[src/link_regs_pkg.sv]
// Package for the serial link test and status register group.
// Assumes a byte-wide host register port with one-cycle read latency.
package link_regs_pkg;

  // ----------------------------------------------------------------
  // Register offsets
  // ----------------------------------------------------------------
  localparam logic [11:0] OFS_TEST_PATTERN = 12'h205;
  localparam logic [11:0] OFS_IDENTIFIER   = 12'h206;
  localparam logic [11:0] OFS_COMMA_SEL    = 12'h207;
  localparam logic [11:0] OFS_STATUS       = 12'h208;
  localparam logic [11:0] OFS_IRQ_MASK     = 12'h20a;

  // ----------------------------------------------------------------
  // Reset values
  // ----------------------------------------------------------------
  localparam logic [4:0] RST_TEST_PATTERN = 5'h00;
  localparam logic [7:0] RST_IDENTIFIER   = 8'h00;
  localparam logic [1:0] RST_COMMA_SEL    = 2'h0;
  localparam logic [1:0] RST_IRQ_MASK     = 2'h0;

  // ----------------------------------------------------------------
  // Status field positions
  // ----------------------------------------------------------------
  localparam int ST_LINK_UP   = 6;
  localparam int ST_SYNC      = 5;
  localparam int ST_REALIGNED = 4;
  localparam int ST_MULTIFRAME_PHASE_SET_FLAG   = 3;
  localparam int ST_SER_LOCK  = 2;
  localparam int ST_SMP_LOCK  = 0;

  // ----------------------------------------------------------------
  // Lane output kinds and comma characters
  // ----------------------------------------------------------------
  typedef enum logic [3:0] {
    LANE_DATA, LANE_PRBS7, LANE_PRBS15, LANE_PRBS23, LANE_RAMP,
    LANE_TRANSPORT, LANE_D215, LANE_K285, LANE_REP_ILA, LANE_MRPAT,
    LANE_HOLD_LOW, LANE_HOLD_HIGH, LANE_PRBS9, LANE_PRBS31,
    LANE_CLOCK_PAT, LANE_K287
  } lane_kind_t;

  typedef enum logic [1:0] {
    COMMA_K287, COMMA_K281, COMMA_K285, COMMA_NONE
  } comma_t;

  localparam logic [15:0] CLOCK_PATTERN = 16'h00ff;
  localparam logic [7:0]  K287_CODE     = 8'hfc;
  localparam logic [7:0]  K281_CODE     = 8'h3c;
  localparam logic [7:0]  K285_CODE     = 8'hbc;

endpackage

[src/link_regs.sv]
// Control and status registers of the serial link transmitter.
// Assumes status inputs from other clock domains arrive raw; the
// lane encoders consume the decoded pattern and comma outputs.
`timescale 1ns/100ps

// Function
// RULE_01: Five-bit pattern select; zero means normal sample data on lanes.
// RULE_02: Values 1,2,3,13,14 select PRBS 7,15,23,9,31 on every lane.
// RULE_03: Value 4 ramp, 5 transport layer pattern, 6 repeated D21.5.
// RULE_04: Values 7,8,9,16 work only while an 8B/10B link mode is chosen.
// RULE_05: Value 10 holds serial outputs low, value 11 holds them high.
// RULE_06: Value 15 sends clock pattern 0x00FF; 12 and 17-31 are reserved.
// RULE_07: Software changes pattern, identifier, comma only with link disabled.
// RULE_08: Eight-bit identifier is sent in second alignment multiframe.
// RULE_09: Comma select: 0 K28.7, 1 K28.1, 2 K28.5, 3 reserved.
// RULE_10: End-of-frame comma inserted opportunistically, 8B/10B modes only.
// RULE_11: Software keeps comma 0 for standard receivers, 1 or 2 otherwise.
// RULE_12: Status bit 6 reads one while the link is up.
// RULE_13: Status bit 5 is zero while sync request asserted, else one.
// RULE_14: Status bit 4 set on SYSREF realignment, cleared by writing one.
// RULE_15: Status bit 3 set by first SYSREF after enable, write one clears.
// RULE_16: Status bit 2 reads high while serializer PLL is locked.
// RULE_17: Status bit 0 reads high while sampling PLL is locked.
// RULE_18: Software writes reset values into reserved fields.
// RULE_19: Writing zero leaves sticky flags; live status bits ignore writes.
module link_regs
  import link_regs_pkg::*;
(
  input  wire logic        clk_sys,
  input  wire logic        rst_n,
  // Host register port
  input  wire logic [11:0] reg_addr,
  input  wire logic [7:0]  reg_wdata,
  input  wire logic        reg_wr,
  input  wire logic        reg_rd,
  output logic      [7:0]  reg_rdata,
  // Link context
  input  wire logic        link_enable,
  input  wire logic        mode_is_8b10b,
  input  wire logic        sysref_event,
  input  wire logic        sysref_realign,
  // Raw status, foreign domains
  input  wire logic        link_up_raw,
  input  wire logic        sync_req_n_raw,
  input  wire logic        serializer_pll_lock,
  input  wire logic        sampling_pll_lock,
  // To lane encoders, plus the interrupt output
  output lane_kind_t       lane_kind,
  output logic      [7:0]  lane_align_identifier,
  output logic      [7:0]  frame_end_comma_code,
  output logic             frame_end_comma_en,
  output logic      [15:0] clock_pattern,
  output logic             irq
);

  // ----------------------------------------------------------------
  // Storage
  // ----------------------------------------------------------------
  logic [4:0] test_pattern_select_q;
  logic [7:0] identifier_q;
  logic [1:0] comma_sel_q;
  logic [1:0] irq_mask_q;
  logic       realigned_q;
  logic       multiframe_phase_set_flag_q;
  logic       multiframe_phase_set_flag_seen_q;
  logic [3:0] sync1_q;
  logic [3:0] sync2_q;
  logic [7:0] status_rd;
  logic [7:0] rdata_q;
  logic       wr_pattern;
  logic       wr_ident;
  logic       wr_comma;
  logic       wr_status;
  logic       wr_mask;
  lane_kind_t kind_d;
  comma_t     comma_d;

  // ----------------------------------------------------------------
  // Write decode
  // ----------------------------------------------------------------
  // Reprogramming while the link runs is a software fault; not blocked
  assign wr_pattern = reg_wr && (reg_addr == OFS_TEST_PATTERN); // RULE_07
  assign wr_ident   = reg_wr && (reg_addr == OFS_IDENTIFIER);
  assign wr_comma   = reg_wr && (reg_addr == OFS_COMMA_SEL);
  assign wr_status  = reg_wr && (reg_addr == OFS_STATUS);
  assign wr_mask    = reg_wr && (reg_addr == OFS_IRQ_MASK);

  // Pattern select, reserved upper bits are not stored
  always_ff @(posedge clk_sys) begin
    if (!rst_n) begin
      test_pattern_select_q <= RST_TEST_PATTERN;
    end else if (wr_pattern) begin
      test_pattern_select_q <= reg_wdata[4:0]; // RULE_01
    end
  end

  // Identifier for the alignment sequence
  always_ff @(posedge clk_sys) begin
    if (!rst_n) begin
      identifier_q <= RST_IDENTIFIER;
    end else if (wr_ident) begin
      identifier_q <= reg_wdata; // RULE_08
    end
  end

  // Comma selection
  always_ff @(posedge clk_sys) begin
    if (!rst_n) begin
      comma_sel_q <= RST_COMMA_SEL;
    end else if (wr_comma) begin
      comma_sel_q <= reg_wdata[1:0]; // RULE_09
    end
  end

  // Interrupt mask over the two sticky flags
  always_ff @(posedge clk_sys) begin
    if (!rst_n) begin
      irq_mask_q <= RST_IRQ_MASK;
    end else if (wr_mask) begin
      irq_mask_q <= reg_wdata[ST_REALIGNED:ST_MULTIFRAME_PHASE_SET_FLAG];
    end
  end

  // ----------------------------------------------------------------
  // Status synchronisers
  // ----------------------------------------------------------------
  // Two stages per bit; only the second stage is read
  always_ff @(posedge clk_sys) begin
    if (!rst_n) begin
      sync1_q <= 4'h0;
      sync2_q <= 4'h0;
    end else begin
      sync1_q <= {link_up_raw, sync_req_n_raw,
                  serializer_pll_lock, sampling_pll_lock};
      sync2_q <= sync1_q;
    end
  end

  // ----------------------------------------------------------------
  // Sticky alignment flags
  // ----------------------------------------------------------------
  // Set wins over a same-cycle write-one clear; zero writes do nothing
  always_ff @(posedge clk_sys) begin
    if (!rst_n) begin
      realigned_q <= 1'b0;
    end else if (sysref_realign) begin
      realigned_q <= 1'b1; // RULE_14
    end else if (wr_status && reg_wdata[ST_REALIGNED]) begin
      realigned_q <= 1'b0; // RULE_19
    end
  end

  // Only the first SYSREF after enable counts; re-armed on disable
  always_ff @(posedge clk_sys) begin
    if (!rst_n) begin
      multiframe_phase_set_flag_seen_q <= 1'b0;
    end else if (!link_enable) begin
      multiframe_phase_set_flag_seen_q <= 1'b0;
    end else if (sysref_event) begin
      multiframe_phase_set_flag_seen_q <= 1'b1;
    end
  end

  always_ff @(posedge clk_sys) begin
    if (!rst_n) begin
      multiframe_phase_set_flag_q <= 1'b0;
    end else if (link_enable && sysref_event && !multiframe_phase_set_flag_seen_q) begin
      multiframe_phase_set_flag_q <= 1'b1; // RULE_15
    end else if (wr_status && reg_wdata[ST_MULTIFRAME_PHASE_SET_FLAG]) begin
      multiframe_phase_set_flag_q <= 1'b0; // RULE_19
    end
  end

  // ----------------------------------------------------------------
  // Read path
  // ----------------------------------------------------------------
  // Live bits come only from hardware, never from writes
  always_comb begin
    status_rd               = 8'h00;
    status_rd[ST_LINK_UP]   = sync2_q[3]; // RULE_12
    status_rd[ST_SYNC]      = sync2_q[2]; // RULE_13
    status_rd[ST_REALIGNED] = realigned_q;
    status_rd[ST_MULTIFRAME_PHASE_SET_FLAG]   = multiframe_phase_set_flag_q;
    status_rd[ST_SER_LOCK]  = sync2_q[1]; // RULE_16
    status_rd[ST_SMP_LOCK]  = sync2_q[0]; // RULE_17
  end

  // One-cycle read latency; unmapped addresses read zero
  always_ff @(posedge clk_sys) begin
    if (!rst_n) begin
      rdata_q <= 8'h00;
    end else if (reg_rd) begin
      unique case (reg_addr)
        OFS_TEST_PATTERN: rdata_q <= {3'h0, test_pattern_select_q};
        OFS_IDENTIFIER:   rdata_q <= identifier_q;
        OFS_COMMA_SEL:    rdata_q <= {6'h00, comma_sel_q};
        OFS_STATUS:       rdata_q <= status_rd;
        OFS_IRQ_MASK:     rdata_q <= {3'h0, irq_mask_q, 3'h0};
        default:          rdata_q <= 8'h00;
      endcase
    end else begin
      rdata_q <= 8'h00;
    end
  end
  assign reg_rdata = rdata_q;

  // ----------------------------------------------------------------
  // Pattern decode
  // ----------------------------------------------------------------
  // Reserved codes and 8B/10B-only codes in other modes fall to data
  always_comb begin
    kind_d = LANE_DATA; // RULE_01
    unique case (test_pattern_select_q)
      5'h01: kind_d = LANE_PRBS7; // RULE_02
      5'h02: kind_d = LANE_PRBS15;
      5'h03: kind_d = LANE_PRBS23;
      5'h0d: kind_d = LANE_PRBS9;
      5'h0e: kind_d = LANE_PRBS31;
      5'h04: kind_d = LANE_RAMP; // RULE_03
      5'h05: kind_d = LANE_TRANSPORT;
      5'h06: kind_d = LANE_D215;
      5'h07: kind_d = mode_is_8b10b ? LANE_K285 : LANE_DATA; // RULE_04
      5'h08: kind_d = mode_is_8b10b ? LANE_REP_ILA : LANE_DATA;
      5'h09: kind_d = mode_is_8b10b ? LANE_MRPAT : LANE_DATA;
      5'h10: kind_d = mode_is_8b10b ? LANE_K287 : LANE_DATA;
      5'h0a: kind_d = LANE_HOLD_LOW; // RULE_05
      5'h0b: kind_d = LANE_HOLD_HIGH;
      5'h0f: kind_d = LANE_CLOCK_PAT; // RULE_06
      default: kind_d = LANE_DATA;
    endcase
  end

  // Comma decode; reserved code disables insertion
  always_comb begin
    unique case (comma_sel_q)
      2'h0:    comma_d = COMMA_K287; // RULE_09
      2'h1:    comma_d = COMMA_K281;
      2'h2:    comma_d = COMMA_K285;
      default: comma_d = COMMA_NONE;
    endcase
  end

  // ----------------------------------------------------------------
  // Registered outputs to the lane encoders
  // ----------------------------------------------------------------
  always_ff @(posedge clk_sys) begin
    if (!rst_n) begin
      lane_kind             <= LANE_DATA;
      lane_align_identifier <= RST_IDENTIFIER;
      clock_pattern         <= 16'h0000;
    end else begin
      lane_kind             <= kind_d;
      lane_align_identifier <= identifier_q; // RULE_08
      clock_pattern         <= (kind_d == LANE_CLOCK_PAT) ?
                               CLOCK_PATTERN : 16'h0000;
    end
  end

  // Encoder inserts the comma whenever a frame end allows
  always_ff @(posedge clk_sys) begin
    if (!rst_n) begin
      frame_end_comma_code <= K287_CODE;
      frame_end_comma_en   <= 1'b0;
    end else begin
      unique case (comma_d)
        COMMA_K281: frame_end_comma_code <= K281_CODE;
        COMMA_K285: frame_end_comma_code <= K285_CODE;
        default:    frame_end_comma_code <= K287_CODE;
      endcase
      frame_end_comma_en   <= mode_is_8b10b &&
                              (comma_d != COMMA_NONE); // RULE_10
    end
  end

  // Interrupt level from masked sticky flags
  assign irq = |({realigned_q, multiframe_phase_set_flag_q} & irq_mask_q);

  // ----------------------------------------------------------------
  // Checks
  // ----------------------------------------------------------------
  sticky_set_a: assert property ( // RULE_14
    @(posedge clk_sys) disable iff (!rst_n)
    sysref_realign |=> realigned_q)
    else $error("realign flag not set");

  zero_write_a: assert property ( // RULE_19
    @(posedge clk_sys) disable iff (!rst_n)
    (wr_status && !reg_wdata[ST_MULTIFRAME_PHASE_SET_FLAG] && !sysref_event && multiframe_phase_set_flag_q)
      |=> multiframe_phase_set_flag_q)
    else $error("multiframe_phase_set_flag flag lost on zero write");

  first_sysref_a: assert property ( // RULE_15
    @(posedge clk_sys) disable iff (!rst_n)
    (link_enable && sysref_event && !multiframe_phase_set_flag_seen_q) |=> multiframe_phase_set_flag_q)
    else $error("first sysref did not set multiframe_phase_set_flag");

  lock_read_a: assert property ( // RULE_16
    @(posedge clk_sys) disable iff (!rst_n)
    (reg_rd && reg_addr == OFS_STATUS)
      |=> reg_rdata[ST_SER_LOCK] == $past(sync2_q[1]))
    else $error("serializer lock misread");

  prbs_map_a: assert property ( // RULE_02
    @(posedge clk_sys) disable iff (!rst_n)
    (test_pattern_select_q == 5'h0e) |=> lane_kind == LANE_PRBS31)
    else $error("prbs31 not selected");

  mode_gate_a: assert property ( // RULE_04
    @(posedge clk_sys) disable iff (!rst_n)
    (test_pattern_select_q == 5'h07 && !mode_is_8b10b)
      |=> lane_kind == LANE_DATA)
    else $error("8b10b-only pattern leaked");

  hold_low_a: assert property ( // RULE_05
    @(posedge clk_sys) disable iff (!rst_n)
    (test_pattern_select_q == 5'h0a) |=> lane_kind == LANE_HOLD_LOW)
    else $error("hold low not selected");

  comma_gate_a: assert property ( // RULE_10
    @(posedge clk_sys) disable iff (!rst_n)
    !mode_is_8b10b |=> !frame_end_comma_en)
    else $error("comma enabled outside 8b10b");

  // Live bits lag the raw level by two sync stages plus the read stage
  link_up_read_a: assert property ( // RULE_12
    @(posedge clk_sys) disable iff (!rst_n)
    (reg_rd && reg_addr == OFS_STATUS && $past(rst_n, 2))
      |=> reg_rdata[ST_LINK_UP] == $past(link_up_raw, 3))
    else $error("link up bit misread");

  sync_read_a: assert property ( // RULE_13
    @(posedge clk_sys) disable iff (!rst_n)
    (reg_rd && reg_addr == OFS_STATUS && $past(rst_n, 2))
      |=> reg_rdata[ST_SYNC] == $past(sync_req_n_raw, 3))
    else $error("sync status bit misread");

  smp_lock_read_a: assert property ( // RULE_17
    @(posedge clk_sys) disable iff (!rst_n)
    (reg_rd && reg_addr == OFS_STATUS && $past(rst_n, 2))
      |=> reg_rdata[ST_SMP_LOCK] == $past(sampling_pll_lock, 3))
    else $error("sampling lock misread");

  ramp_sel_a: assert property ( // RULE_03
    @(posedge clk_sys) disable iff (!rst_n)
    (test_pattern_select_q == 5'h04) |=> lane_kind == LANE_RAMP)
    else $error("ramp not selected");

  clock_pat_a: assert property ( // RULE_06
    @(posedge clk_sys) disable iff (!rst_n)
    (test_pattern_select_q == 5'h0f) |=> clock_pattern == CLOCK_PATTERN)
    else $error("clock pattern missing");

  comma_code_a: assert property ( // RULE_09
    @(posedge clk_sys) disable iff (!rst_n)
    (comma_sel_q == 2'h0) |=> frame_end_comma_code == K287_CODE)
    else $error("default comma code wrong");

endmodule

[config.mk]
export PLATFORM = sky130hd
export DESIGN_NAME = link_regs
export DESIGN_NICKNAME = d
export VERILOG_FILES = /design/src/link_regs_pkg.sv /design/src/link_regs.sv
export SDC_FILE = /design/constraint.sdc
export NUM_CORES = 1
export LEC_CHECK = 0
export ABC_AREA = 1
export ABC_CLOCK_PERIOD_IN_PS = 2600
export BUFFER_PORTS_ARGS = -buffer_cell sky130_fd_sc_hd__buf_2
export CORE_ASPECT_RATIO = 1.75
export CORE_MARGIN = 10
export CORE_UTILIZATION = 54
export DETAILED_ROUTE_END_ITERATION = 8
export GPL_TIMING_DRIVEN = 0
export PLACE_DENSITY = 0.84
export SETUP_SLACK_MARGIN = 0.15
export SLEW_MARGIN = 5
export SYNTH_ARGS = -nofsm -noshare
export SYNTH_HDL_FRONTEND = slang
export SYNTH_SLANG_ARGS = --single-unit
export TNS_END_PERCENT = 30
[constraint.sdc]
create_clock -name clk_sys -period 2.6 [get_ports clk_sys]
set_input_delay 0.13 -clock clk_sys [delete_from_list [all_inputs] [get_ports clk_sys]]
set_output_delay 0.13 -clock clk_sys [all_outputs]
set_load 0.01 [all_outputs]
==> metrics.md, run 1 <==
| Metric | Value |
|---|---|
| Fmax | `736 MHz` |
| Via count | `2212` |
| Register area share after synthesis | `43.8%` |
| Cell chain of the critical path | `buf_2, nor2_1, nand4_1, nor2_1, inv_1, o31ai_1, nor2_1, nor2_1` |
| DRT antenna net count | `0` |
| Setup TNS | `0 ps` |
| TritonCTS clock tree | `built` |
| Diode count | `0` |
| Root buf cell | `clkbuf_8` |
| Top post-synthesis cells by area | `dfxtp_1 (44%), nor2_1 (7.7%), buf_4 (6.6%), nand2_1 (6.3%), inv_1 (5.7%)` |
| Area Overhead vs Synth | `22.2%` |
| Clock transition at path regs | `100 ps` |
| Ys async rst share | `0%` |
| Avg WL per Cell | `14.3 um` |
| Width of the die | `70.2 um` |
| Ys flop type | `dfxtp_1` |
| Placer Congestion | `0.909` |
| Util after Layout | `69.4%` |
| Pin count of the biggest net entering global routing | `17` |
| Worst setup EP type | `register` |
| WP buf/inv | `2` |
| Post-Layout Inst Area | `2910 um^2` |
| I/O pin count | `78` |
| Register bit total from synthesis | `52` |
| Final wirelength | `6300 um` |
| Total gr overflow | `0` |
| DRC viols | `0` |
| Crit start category | `register` |
| CP startpoint | `test_pattern_select_q[2]` |
| DRT iter0 DRCs | `142` |
| Worst path max stage delay | `310 ps` |
| Power density cells | `512 nW/um^2` |
| Clock period minus worst slack | `1360 ps` |
| Die ar. | `7560 um^2` |
| Worst reg2reg path startpoint | `test_pattern_select_q[2]` |
| Max H-tree Level | `2` |
| Port Buf Inserts | `62` |
| Initial antenna violation count | `0` |
| Family with the most delay on the worst path | `simple AND/OR/NAND/NOR gates` |
| Dpl hpwl | `4980 um` |
| Worst-path maximum fanout | `8` |
| Largest area contributor in the netlist | `dfxtp_1` |
| R2R cell count | `8` |
| Final nets | `425` |
| # Max-Cap Violations | `0` |
| Synth Instances | `310` |
| Cell mode on critical path | `nor2_1` |
| Top-area cell type share of the netlist area | `43.8%` |
| Highest-delay cell along the critical path | `dfxtp_1` |
| Vias in the first global route | `2371` |
| Placed Area | `2790 um^2` |
| Hold depth | `3` |
| Synth Cell Area | `2380 um^2` |
| Post-synth cell types | `32` |
| Setup CP Type | `reg -> reg` |
| Synth top cells by count | `dfxtp_1 (52), nor2_1 (49), nand2_1 (40)` |
| Worst-Skew Late Latency | `310 ps` |
| Post-CTS Resized | `0` |
| Final hold vios | `0` |
| Max Root-Sink Buffers | `2` |
| Critical Path AT | `1610 ps` |
| EDFF count, synth | `0` |
| Number of stages on the worst setup path | `8` |
| Final-layout fill cell count | `376` |
| Die Height | `108 um` |
| CP Data Required Time | `2850 ps` |
| Area of the core | `4190 um^2` |
| First-pass GRT wire length | `10400 um` |
| Ys Warns | `0` |
| Postcts setup bufs | `0` |
| Layout cells sized above 1 | `31.6%` |
| Row Count | `31` |
| Initial Util | `56.8%` |
| Worst Hold Launch | `sync_req_n_raw` |
| First-pass DRT Iterations | `5` |
| Fin. max-slew vios | `0` |
| CTS buffer count | `5` |
| Final Skew | `5.57 ps` |
| RSZ-0062 raised after global routing | `no` |
| Status | `complete, no violations` |
| Most instantiated library cell after synthesis | `dfxtp_1` |
| Count of final setup violators | `0` |
| GRT Total Usage | `16.7%` |
| Hold Crit Class | `in -> reg` |
| Mean area per synthesized cell | `7.67 um^2` |
| Hold_buf cts | `0` |
| Worst VDD drop | `0.642 mV` |
| Vias/cell | `5.02` |
| Leakage | `0.00160 uW` |
| Period utilization | `52.2%` |
| Clk sinks | `52` |
## where the power goes
group          switching (uW)  internal (uW)  total [uW]
clock                     275            291         566
combinational            66.7           44.5         111
sequential               3.74            805         809
## path summary, 6_finish.rpt
path	slack [ps]	end
hold reg to reg	420	sync2_q[0]
setup reg to reg	1240	lane_kind[1]
hold / removal	1	sync1_q[2]
setup / recovery	1240	lane_kind[1]
## worst reg2reg max path: cells and delay by family, from the launching register on
family                 cells  cell delay [ps]
and+or+nand+nor            5              600
DFF                        1              310
buffers and inverters      2              290
AOI/OAI and AO/OA          1              110
## cell type report
type	count	area, um^2	area share (%)
clock inverter	2	38.8	1.34
inverter	44	165	5.68
buffer	28	198	6.80
clock buffer	6	72.6	2.50
multi-input combinational	198	1020	35.1
timing repair buffer	62	310	10.7
tap	49	61.3	2.11
sequential	52	1040	35.8
## placed cells by master, fill, tap and decap left out, drive strengths merged
| master | instances |
|---|---|
| nand4 | 7 |
| nand3 | 23 |
| dfxtp | 52 |
| inv | 44 |
| o21bai | 1 |
| a22o | 1 |
| o31ai | 2 |
| o21ai | 22 |
| nor2 | 60 |
| nor3 | 4 |
| nand3b | 2 |
| conb | 14 |
| buf | 90 |
| clkbuf | 6 |
| and2 | 1 |
| bufinv | 1 |
| a21oi | 14 |
| clkinv | 1 |
| or2 | 1 |
| nand2 | 44 |
| ha | 2 |
## state kept, by name (all words and copies together), names as in the netlist, 4 cells and up
register               count
lane_align_identifier      8
reg_rdata                  8
identifier_q               8
sync2_q                    4
sync1_q                    4
test_pattern_select_q      5
lane_kind                  4
## metal layers
layer,up-vias,GRT usage [%],wire length (um)
met1,1013,14.9,2190
met3,15,5.82,518
met4,0,10.3,179
met5,-,0,0
met2,87,30.9,3400
li1,1097,-,-
## through the flow
| step | power (uW) | instances | setup WS [ps] | hold WS [ps] |
|---|---|---|---|---|
| floorplan | 893 | 322 | 1580 | 228 |
| global placement | 935 | 433 | 1370 | 312 |
| detailed placement | 937 | 433 | 1310 | 327 |
| CTS | 1490 | 441 | 1310 | 3.68 |
| global route | 1530 | 441 | 1130 | 21.5 |
| finish | 1490 | 441 | 1240 | 1.26 |
## cell families after synthesis
family | after synthesis | synth area share [%]
AOI/OAI and AO/OA | 40 | 9.21
adders and majority gates | 2 | 1.05
buffers and inverters | 72 | 15.3
DFF | 52 | 43.8
other | 2 | 0.316
and+or+nand+nor | 142 | 30.4
Note: power is estimated with default switching activity, not from simulation.
==> inputs of run 2 (changes only) <==
--- a/config.mk
+++ b/config.mk
@@ -5,15 +5,15 @@
 export SDC_FILE = /design/constraint.sdc
 export NUM_CORES = 1
 export LEC_CHECK = 0
-export ABC_AREA = 1
-export ABC_CLOCK_PERIOD_IN_PS = 2600
+export ABC_AREA = 0
+export ABC_CLOCK_PERIOD_IN_PS = 1420
 export BUFFER_PORTS_ARGS = -buffer_cell sky130_fd_sc_hd__buf_2
 export CORE_ASPECT_RATIO = 1.75
 export CORE_MARGIN = 10
-export CORE_UTILIZATION = 54
+export CORE_UTILIZATION = 49
 export DETAILED_ROUTE_END_ITERATION = 8
 export GPL_TIMING_DRIVEN = 0
-export PLACE_DENSITY = 0.84
+export PLACE_DENSITY = 0.78
 export SETUP_SLACK_MARGIN = 0.15
 export SLEW_MARGIN = 5
 export SYNTH_ARGS = -nofsm -noshare
==> constraint.sdc (replaced) <==
create_clock -name clk_sys -period 1.42 [get_ports clk_sys]
set_input_delay 0.071 -clock clk_sys [delete_from_list [all_inputs] [get_ports clk_sys]]
set_output_delay 0.071 -clock clk_sys [all_outputs]
set_load 0.01 [all_outputs]
==> metrics.md, run 2 <==
| Metric | Value |
|---|---|
| Status | `finished, violations left (was complete, no violations)` |
| Failing checks | `negative setup slack` |
| Setup CP Type | `reg -> reg (unchanged)` |
| Clock period minus worst slack | `1470 ps (was 1360 ps)` |
| Root buf cell | `clkbuf_8 (unchanged)` |
| Worst setup EP type | `register (unchanged)` |
| Die Height | `110 um (was 108 um)` |
| Via count | `1910 (was 2212)` |
| # Max-Cap Violations | `0 (unchanged)` |
| Ys async rst share | `0% (unchanged)` |
| Most instantiated library cell after synthesis | `dfxtp_1 (unchanged)` |
| First-pass GRT wire length | `9100 um (was 10400 um)` |
| Final wirelength | `5730 um (was 6300 um)` |
| Synth Cell Area | `2280 um^2 (was 2380 um^2)` |
| Row Count | `32 (was 31)` |
| Vias in the first global route | `2049 (was 2371)` |
| Avg WL per Cell | `15.0 um (was 14.3 um)` |
| FF/Latch Area | `1050 um^2 (was 1040 um^2)` |
| Hold Crit Class | `in -> reg (unchanged)` |
| Port Buf Inserts | `62 (unchanged)` |
| Count of final setup violators | `1 (was 0)` |
| EDFF count, synth | `0 (unchanged)` |
| Period utilization | `104% (was 52.2%)` |
| Ys Warns | `0 (unchanged)` |
| Leakage | `0.00153 uW (was 0.00160 uW)` |
| Diode count | `0 (unchanged)` |
| Register area share after synthesis | `45.6% (was 43.8%)` |
| CP Data Required Time | `1660 ps (was 2850 ps)` |
| Final nets | `363 (was 425)` |
| Place WS | `-143 ps (was 1310 ps)` |
| Final-layout fill cell count | `372 (was 376)` |
| RSZ-0062 raised after global routing | `yes (was no)` |
| Vias/cell | `5.01 (was 5.02)` |
| Fmax | `680 MHz (was 736 MHz)` |
| Worst VDD drop | `0.686 mV (was 0.642 mV)` |
| Slew @ Worst Pin | `559 ps` |
| Worst-path maximum fanout | `10 (was 8)` |
| Placer Congestion | `0.849 (was 0.909)` |
| Area Overhead vs Synth | `30.2% (was 22.2%)` |
| Setup TNS | `-51.0 ps (was 0 ps)` |
| Fin. max-slew vios | `0 (unchanged)` |
| Top-area cell type share of the netlist area | `45.6% (was 43.8%)` |
| Max H-tree Level | `2 (unchanged)` |
| Commonest non-fill, non-tap cell in the layout | `buf_2 (unchanged)` |
| R2R cell count | `5 (was 8)` |
| Crit start category | `register (unchanged)` |
| Initial antenna violation count | `0 (unchanged)` |
| Total gr overflow | `0 (unchanged)` |
| Initial Util | `51.3% (was 56.8%)` |
| Register bit total from synthesis | `52 (unchanged)` |
| Clk sinks | `52 (unchanged)` |
| Die ar. | `7890 um^2 (was 7560 um^2)` |
| Worst-Skew Late Latency | `300 ps (was 310 ps)` |
| Final hold vios | `0 (unchanged)` |
| Setup slack after layout | `-51.0 ps (was 1240 ps)` |
| DRT antenna net count | `0 (unchanged)` |
| Tot Pwr | `2560 uW (was 1490 uW)` |
| Synth Instances | `238 (was 310)` |
| DRT iter0 DRCs | `94 (was 142)` |
| Max Root-Sink Buffers | `2 (unchanged)` |
| Dpl hpwl | `4280 um (was 4980 um)` |
| Most frequent cells in the layout | `buf_2 (61), dfxtp_1 (49), nand2_1 (29) (was buf_2 (67), dfxtp_1 (52), nor2_1 (49))` |
| Final Non-Filler Cells | `381 (was 441)` |
| Final Skew | `4.93 ps (was 5.57 ps)` |
| Top post-synthesis cells by area | `dfxtp_1 (46%), mux2i_1 (7.5%), buf_4 (6.9%), nand2_1 (4.8%), nor2_1 (2.5%) (was dfxtp_1 (44%), nor2_1 (7.7%), buf_4 (6.6%), nand2_1 (6.3%), inv_1 (5.7%))` |
| Mean area per synthesized cell | `9.58 um^2 (was 7.67 um^2)` |
| Ys flop type | `dfxtp_1 (unchanged)` |
| Layout cells sized above 1 | `36.1% (was 31.6%)` |
| TritonCTS clock tree | `built (unchanged)` |
| Multi-input logic area | `1100 um^2 (was 1020 um^2)` |
| Synth top cells by count | `dfxtp_1 (52), nand2_1 (29), buf_4 (21) (was dfxtp_1 (52), nor2_1 (49), nand2_1 (40))` |
| Area of the core | `4440 um^2 (was 4190 um^2)` |
| DRC viols | `0 (unchanged)` |
| Critical Path AT | `1710 ps (was 1610 ps)` |
| I/O pin count | `78 (unchanged)` |
| Placed cell count | `363 (was 433)` |
| First-pass DRT Iterations | `4 (was 5)` |
| Post-synth cell types | `47 (was 32)` |
| Width of the die | `71.6 um (was 70.2 um)` |
| Power density cells | `863 nW/um^2 (was 512 nW/um^2)` |
| Hold depth | `2 (was 3)` |
| Clock transition at path regs | `90 ps (was 100 ps)` |
| CTS buffer count | `5 (unchanged)` |
| GRT Total Usage | `14.3% (was 16.7%)` |
| Pin count of the biggest net entering global routing | `15 (was 17)` |
| Slew headroom | `62.7%` |
| Largest area contributor in the netlist | `dfxtp_1 (unchanged)` |
-- run 2: changes by cell type after synthesis, moves of 5 or more --
cell	delta
nor2_2	-6
nor2_1	-34
inv_2	-7
clkbuf_1	+9
mux2i_1	+17
nand4_1	-5
nand3_1	-18
o21ai_1	-17
nand2b_1	+5
and2_1	+7
nand2_1	-11
inv_1	-24
buf_2	-5
a21oi_1	-7
-- run 2: cell type report --
class | count | area share, %
inverters | 12 | 1.52
plain buffers | 31 | 6.87
repair buffers | 72 | 14.1
well taps | 51 | 2.15
clock buffers | 8 | 3.03
flip-flops and latches | 52 | 35.3
multi-input cells | 155 | 37.1
-- run 2: cell families (layout without fill, tap and decap cells) --
kind of cell	after synthesis	after routing	share of synthesized area, %
xor gates and xnor gates	1	1	0.384
adders and majority gates	2	2	1.10
buffers and inverters	43	123	10.5
DFF	52	52	45.6
other	2	14	0.329
muxes	20	20	8.94
and+or+nand+nor	88	88	24.3
AOI/OAI and AO/OA	30	30	8.78
-- run 2: where the power goes --
group	switching, uW	total (uW)	internal (uW)
sequential	6.90	1480	1470
clock	465	864	399
combinational	113	219	106
-- run 2: metal layers --
| metal | track usage [%] | up-vias | wire length (um) |
|---|---|---|---|
| met5 | 0 | - | 0 |
| met4 | 9.72 | 0 | 163 |
| met3 | 6.09 | 15 | 508 |
| met2 | 25.1 | 74 | 2890 |
| met1 | 13.2 | 863 | 2160 |
| li1 | - | 958 | - |
-- run 2: path summary, 6_finish.rpt --
kind / slack, ps / from / endpoint
setup / recovery: -50 / test_pattern_select_q[3] / lane_kind[2]
hold / removal: 6 / link_enable / multiframe_phase_set_flag_seen_q
setup reg to reg: -50 / test_pattern_select_q[3] / lane_kind[2]
hold reg to reg: 440 / sync1_q[2] / sync2_q[2]
-- run 2: per-stage QoR --
stage	cell area, um^2	hold slack [ps]	utilization (%)
after CTS	2870	0.824	64.7
after global placement	2710	277	61.0
after floorplan	2330	169	-
after global routing	2970	5.62	66.8
final	2970	6.00	66.8
after detailed placement	2710	277	61.0
-- run 2: worst max-delay path, cell delays in order (launching register included) --
cell       delay (ps)
dfxtp_2           340
clkbuf_2          190
nand4bb_1         300
o21ai_0           300
a32oi_1           130
nor2_1            140
-- run 2: what timing repair did --
item / CTS / global route
pin swaps: 0 / 13
setup endpoints to repair: 7 / 17
hold buffers: 7 / 1
setup buffers: 0 / 2
gates resized for setup: 3 / 23
hold endpoints to repair: 7 / 1
==> inputs of run 3 (changes only) <==
--- a/config.mk
+++ b/config.mk
@@ -6,13 +6,13 @@
 export NUM_CORES = 1
 export LEC_CHECK = 0
 export ABC_AREA = 0
-export ABC_CLOCK_PERIOD_IN_PS = 1420
 export BUFFER_PORTS_ARGS = -buffer_cell sky130_fd_sc_hd__buf_2
 export CORE_ASPECT_RATIO = 1.75
 export CORE_MARGIN = 10
 export CORE_UTILIZATION = 49
 export DETAILED_ROUTE_END_ITERATION = 8
 export GPL_TIMING_DRIVEN = 0
+export MAX_ROUTING_LAYER = met4
 export PLACE_DENSITY = 0.78
 export SETUP_SLACK_MARGIN = 0.15
 export SLEW_MARGIN = 5
==> metrics.md, run 3 (synthesized netlist as in run 2, its figures left out) <==
| Metric | Value |
|---|---|
| Placer Congestion | `0.863 (was 0.849)` |
| CP startpoint | `test_pattern_select_q[3] (unchanged)` |
| Pin count of the biggest net entering global routing | `15 (unchanged)` |
| Leakage | `0.00153 uW (unchanged)` |
| Area of the core | `4440 um^2 (unchanged)` |
| Clock transition at path regs | `90 ps (about the same)` |
| Worst VDD drop | `0.686 mV (about the same)` |
| # Max-Cap Violations | `0 (unchanged)` |
| Port Buf Inserts | `62 (unchanged)` |
| Avg WL per Cell | `15.0 um (about the same)` |
| Max H-tree Level | `2 (unchanged)` |
| Max Root-Sink Buffers | `2 (unchanged)` |
| Worst-Skew Late Latency | `310 ps (was 300 ps)` |
| Worst path max stage delay | `340 ps (about the same)` |
| RSZ-0062 raised after global routing | `yes (unchanged)` |
| Total gr overflow | `0 (unchanged)` |
| Period utilization | `103% (was 104%)` |
| Setup TNS | `-47.3 ps (was -51.0 ps)` |
| DRT iter0 DRCs | `87 (was 94)` |
| Flop2flop setup slack | `-50 ps (about the same)` |
| Layout cells sized above 1 | `36.1% (unchanged)` |
| Fin. max-slew vios | `0 (unchanged)` |
| Final nets | `363 (unchanged)` |
| Power density cells | `863 nW/um^2 (about the same)` |
| Post-Layout Inst Area | `2970 um^2 (unchanged)` |
| Worst r2r dst | `lane_kind[2] (unchanged)` |
| Hold slack | `4.78 ps (was 6.00 ps)` |
| Clk sinks | `52 (unchanged)` |
| DRC viols | `0 (unchanged)` |
| Width of the die | `71.6 um (unchanged)` |
| Slew @ Worst Pin | `566 ps (was 559 ps)` |
| Status | `finished, violations left (unchanged)` |
| DRT antenna net count | `0 (unchanged)` |
| Commonest non-fill, non-tap cell in the layout | `buf_2 (unchanged)` |
| Placed Area | `2710 um^2 (unchanged)` |
| Critical Path AT | `1710 ps (about the same)` |
| GRT Total Usage | `14.8% (was 14.3%)` |
| Failing checks | `negative setup slack (unchanged)` |
| Final Skew | `4.77 ps (was 4.93 ps)` |
| First-pass GRT wire length | `9110 um (was 9100 um)` |
| Util after Layout | `66.8% (unchanged)` |
| Fmax | `682 MHz (was 680 MHz)` |
| Dpl hpwl | `4280 um (unchanged)` |
| Worst setup EP type | `register (unchanged)` |
| Clock period minus worst slack | `1470 ps (about the same)` |
| Final wirelength | `5730 um (about the same)` |
| Cell chain of the critical path | `clkbuf_2, nand4bb_1, o21ai_0, a32oi_1, nor2_1 (unchanged)` |
| Highest-delay cell along the critical path | `dfxtp_2 (unchanged)` |
| Setup slack after layout | `-47.3 ps (was -51.0 ps)` |
| Setup CP Type | `reg -> reg (unchanged)` |
| Worst-path maximum fanout | `10 (unchanged)` |
| Tot Pwr | `2560 uW (about the same)` |
| CTS buffer count | `5 (unchanged)` |
| Initial antenna violation count | `0 (unchanged)` |
| Crit start category | `register (unchanged)` |
| I/O pin count | `78 (unchanged)` |
| Worst reg2reg path startpoint | `test_pattern_select_q[3] (unchanged)` |
| Row Count | `32 (unchanged)` |
| Diode count | `0 (unchanged)` |
| R2R cell count | `5 (unchanged)` |
| Final hold vios | `0 (unchanged)` |
| Vias in the first global route | `2047 (was 2049)` |
| Root buf cell | `clkbuf_8 (unchanged)` |
| Die Height | `110 um (unchanged)` |
| Die ar. | `7890 um^2 (unchanged)` |
| Hold Crit Class | `in -> reg (unchanged)` |
| Area Overhead vs Synth | `30.2% (unchanged)` |
| Vias/cell | `5.03 (was 5.01)` |
| Via count | `1917 (was 1910)` |
| Count of final setup violators | `1 (unchanged)` |
| Most frequent cells in the layout | `buf_2 (61), dfxtp_1 (49), nand2_1 (29) (unchanged)` |
| Worst Setup EP | `lane_kind[2] (unchanged)` |
| First-pass DRT Iterations | `4 (unchanged)` |
| CP Data Required Time | `1660 ps (about the same)` |
| Initial Util | `51.3% (unchanged)` |
| TritonCTS clock tree | `built (unchanged)` |
| Slew headroom | `62.3% (was 62.7%)` |
[run 3: layout make-up]
| class | count | area, um^2 |
|---|---|---|
| buffer | 31 | 204 |
| clock buffer | 8 | 90.1 |
| fill | 372 | 1480 |
| inverter | 12 | 45.0 |
| multi-input combinational | 155 | 1100 |
| sequential | 52 | 1050 |
| tap | 51 | 63.8 |
| timing repair buffer | 72 | 418 |
[run 3: metal layers]
metal	wire length (um)	share of wire [%]	global-route usage (%)	up-vias
li1	-	-	-	961
met5	0	0	-	-
met1	2290	40	14.1	864
met2	2880	50	25.1	70
met3	380	6.6	4.48	22
met4	178	3.1	9.72	0
[run 3: worst max-delay path: cells and delay by family (launching register included)]
family,cells,cell delay (ps)
buffers and inverters,1,190
AND/OR/NAND/NOR,2,440
AO/OA/AOI/OAI,2,430
flip-flops,1,340
[run 3: worst min path at each step]
| stage | endpoint | from | depth (start not counted) | slack [ps] |
|---|---|---|---|---|
| global placement | realigned_q | reg_wdata[4] | 2 | 280 |
| detailed placement | multiframe_phase_set_flag_q | reg_wdata[3] | 2 | 280 |
| global route | multiframe_phase_set_flag_seen_q | link_enable | 2 | 6 |
| CTS | multiframe_phase_set_flag_seen_q | link_enable | 2 | 0.8 |
| floorplan | multiframe_phase_set_flag_q | reg_wdata[3] | 1 | 170 |
| finish | multiframe_phase_set_flag_seen_q | link_enable | 2 | 5 |
[run 3: timing repair]
item,4_1_cts,5_1_grt
hold buffers,7,1
resized for setup,3,23
pin swaps,0,13
buffers inserted,0,2
hold endpoints to repair,7,1
endpoints found under the setup margin,7,17
[run 3: per-stage QoR]
stage	setup slack (ps)	cells
floorplan	113	250
global placement	-122	363
detailed placement	-143	363
CTS	3.53	378
global route	-89.5	381
finish	-47.3	381
[run 3: power breakdown]
group | internal (uW) | leakage, uW | switching, uW | total (uW)
logic | 106 | 0.00106 | 113 | 219
clock network | 398 | 0.0000455 | 466 | 864
registers | 1470 | 0.000423 | 7.02 | 1480
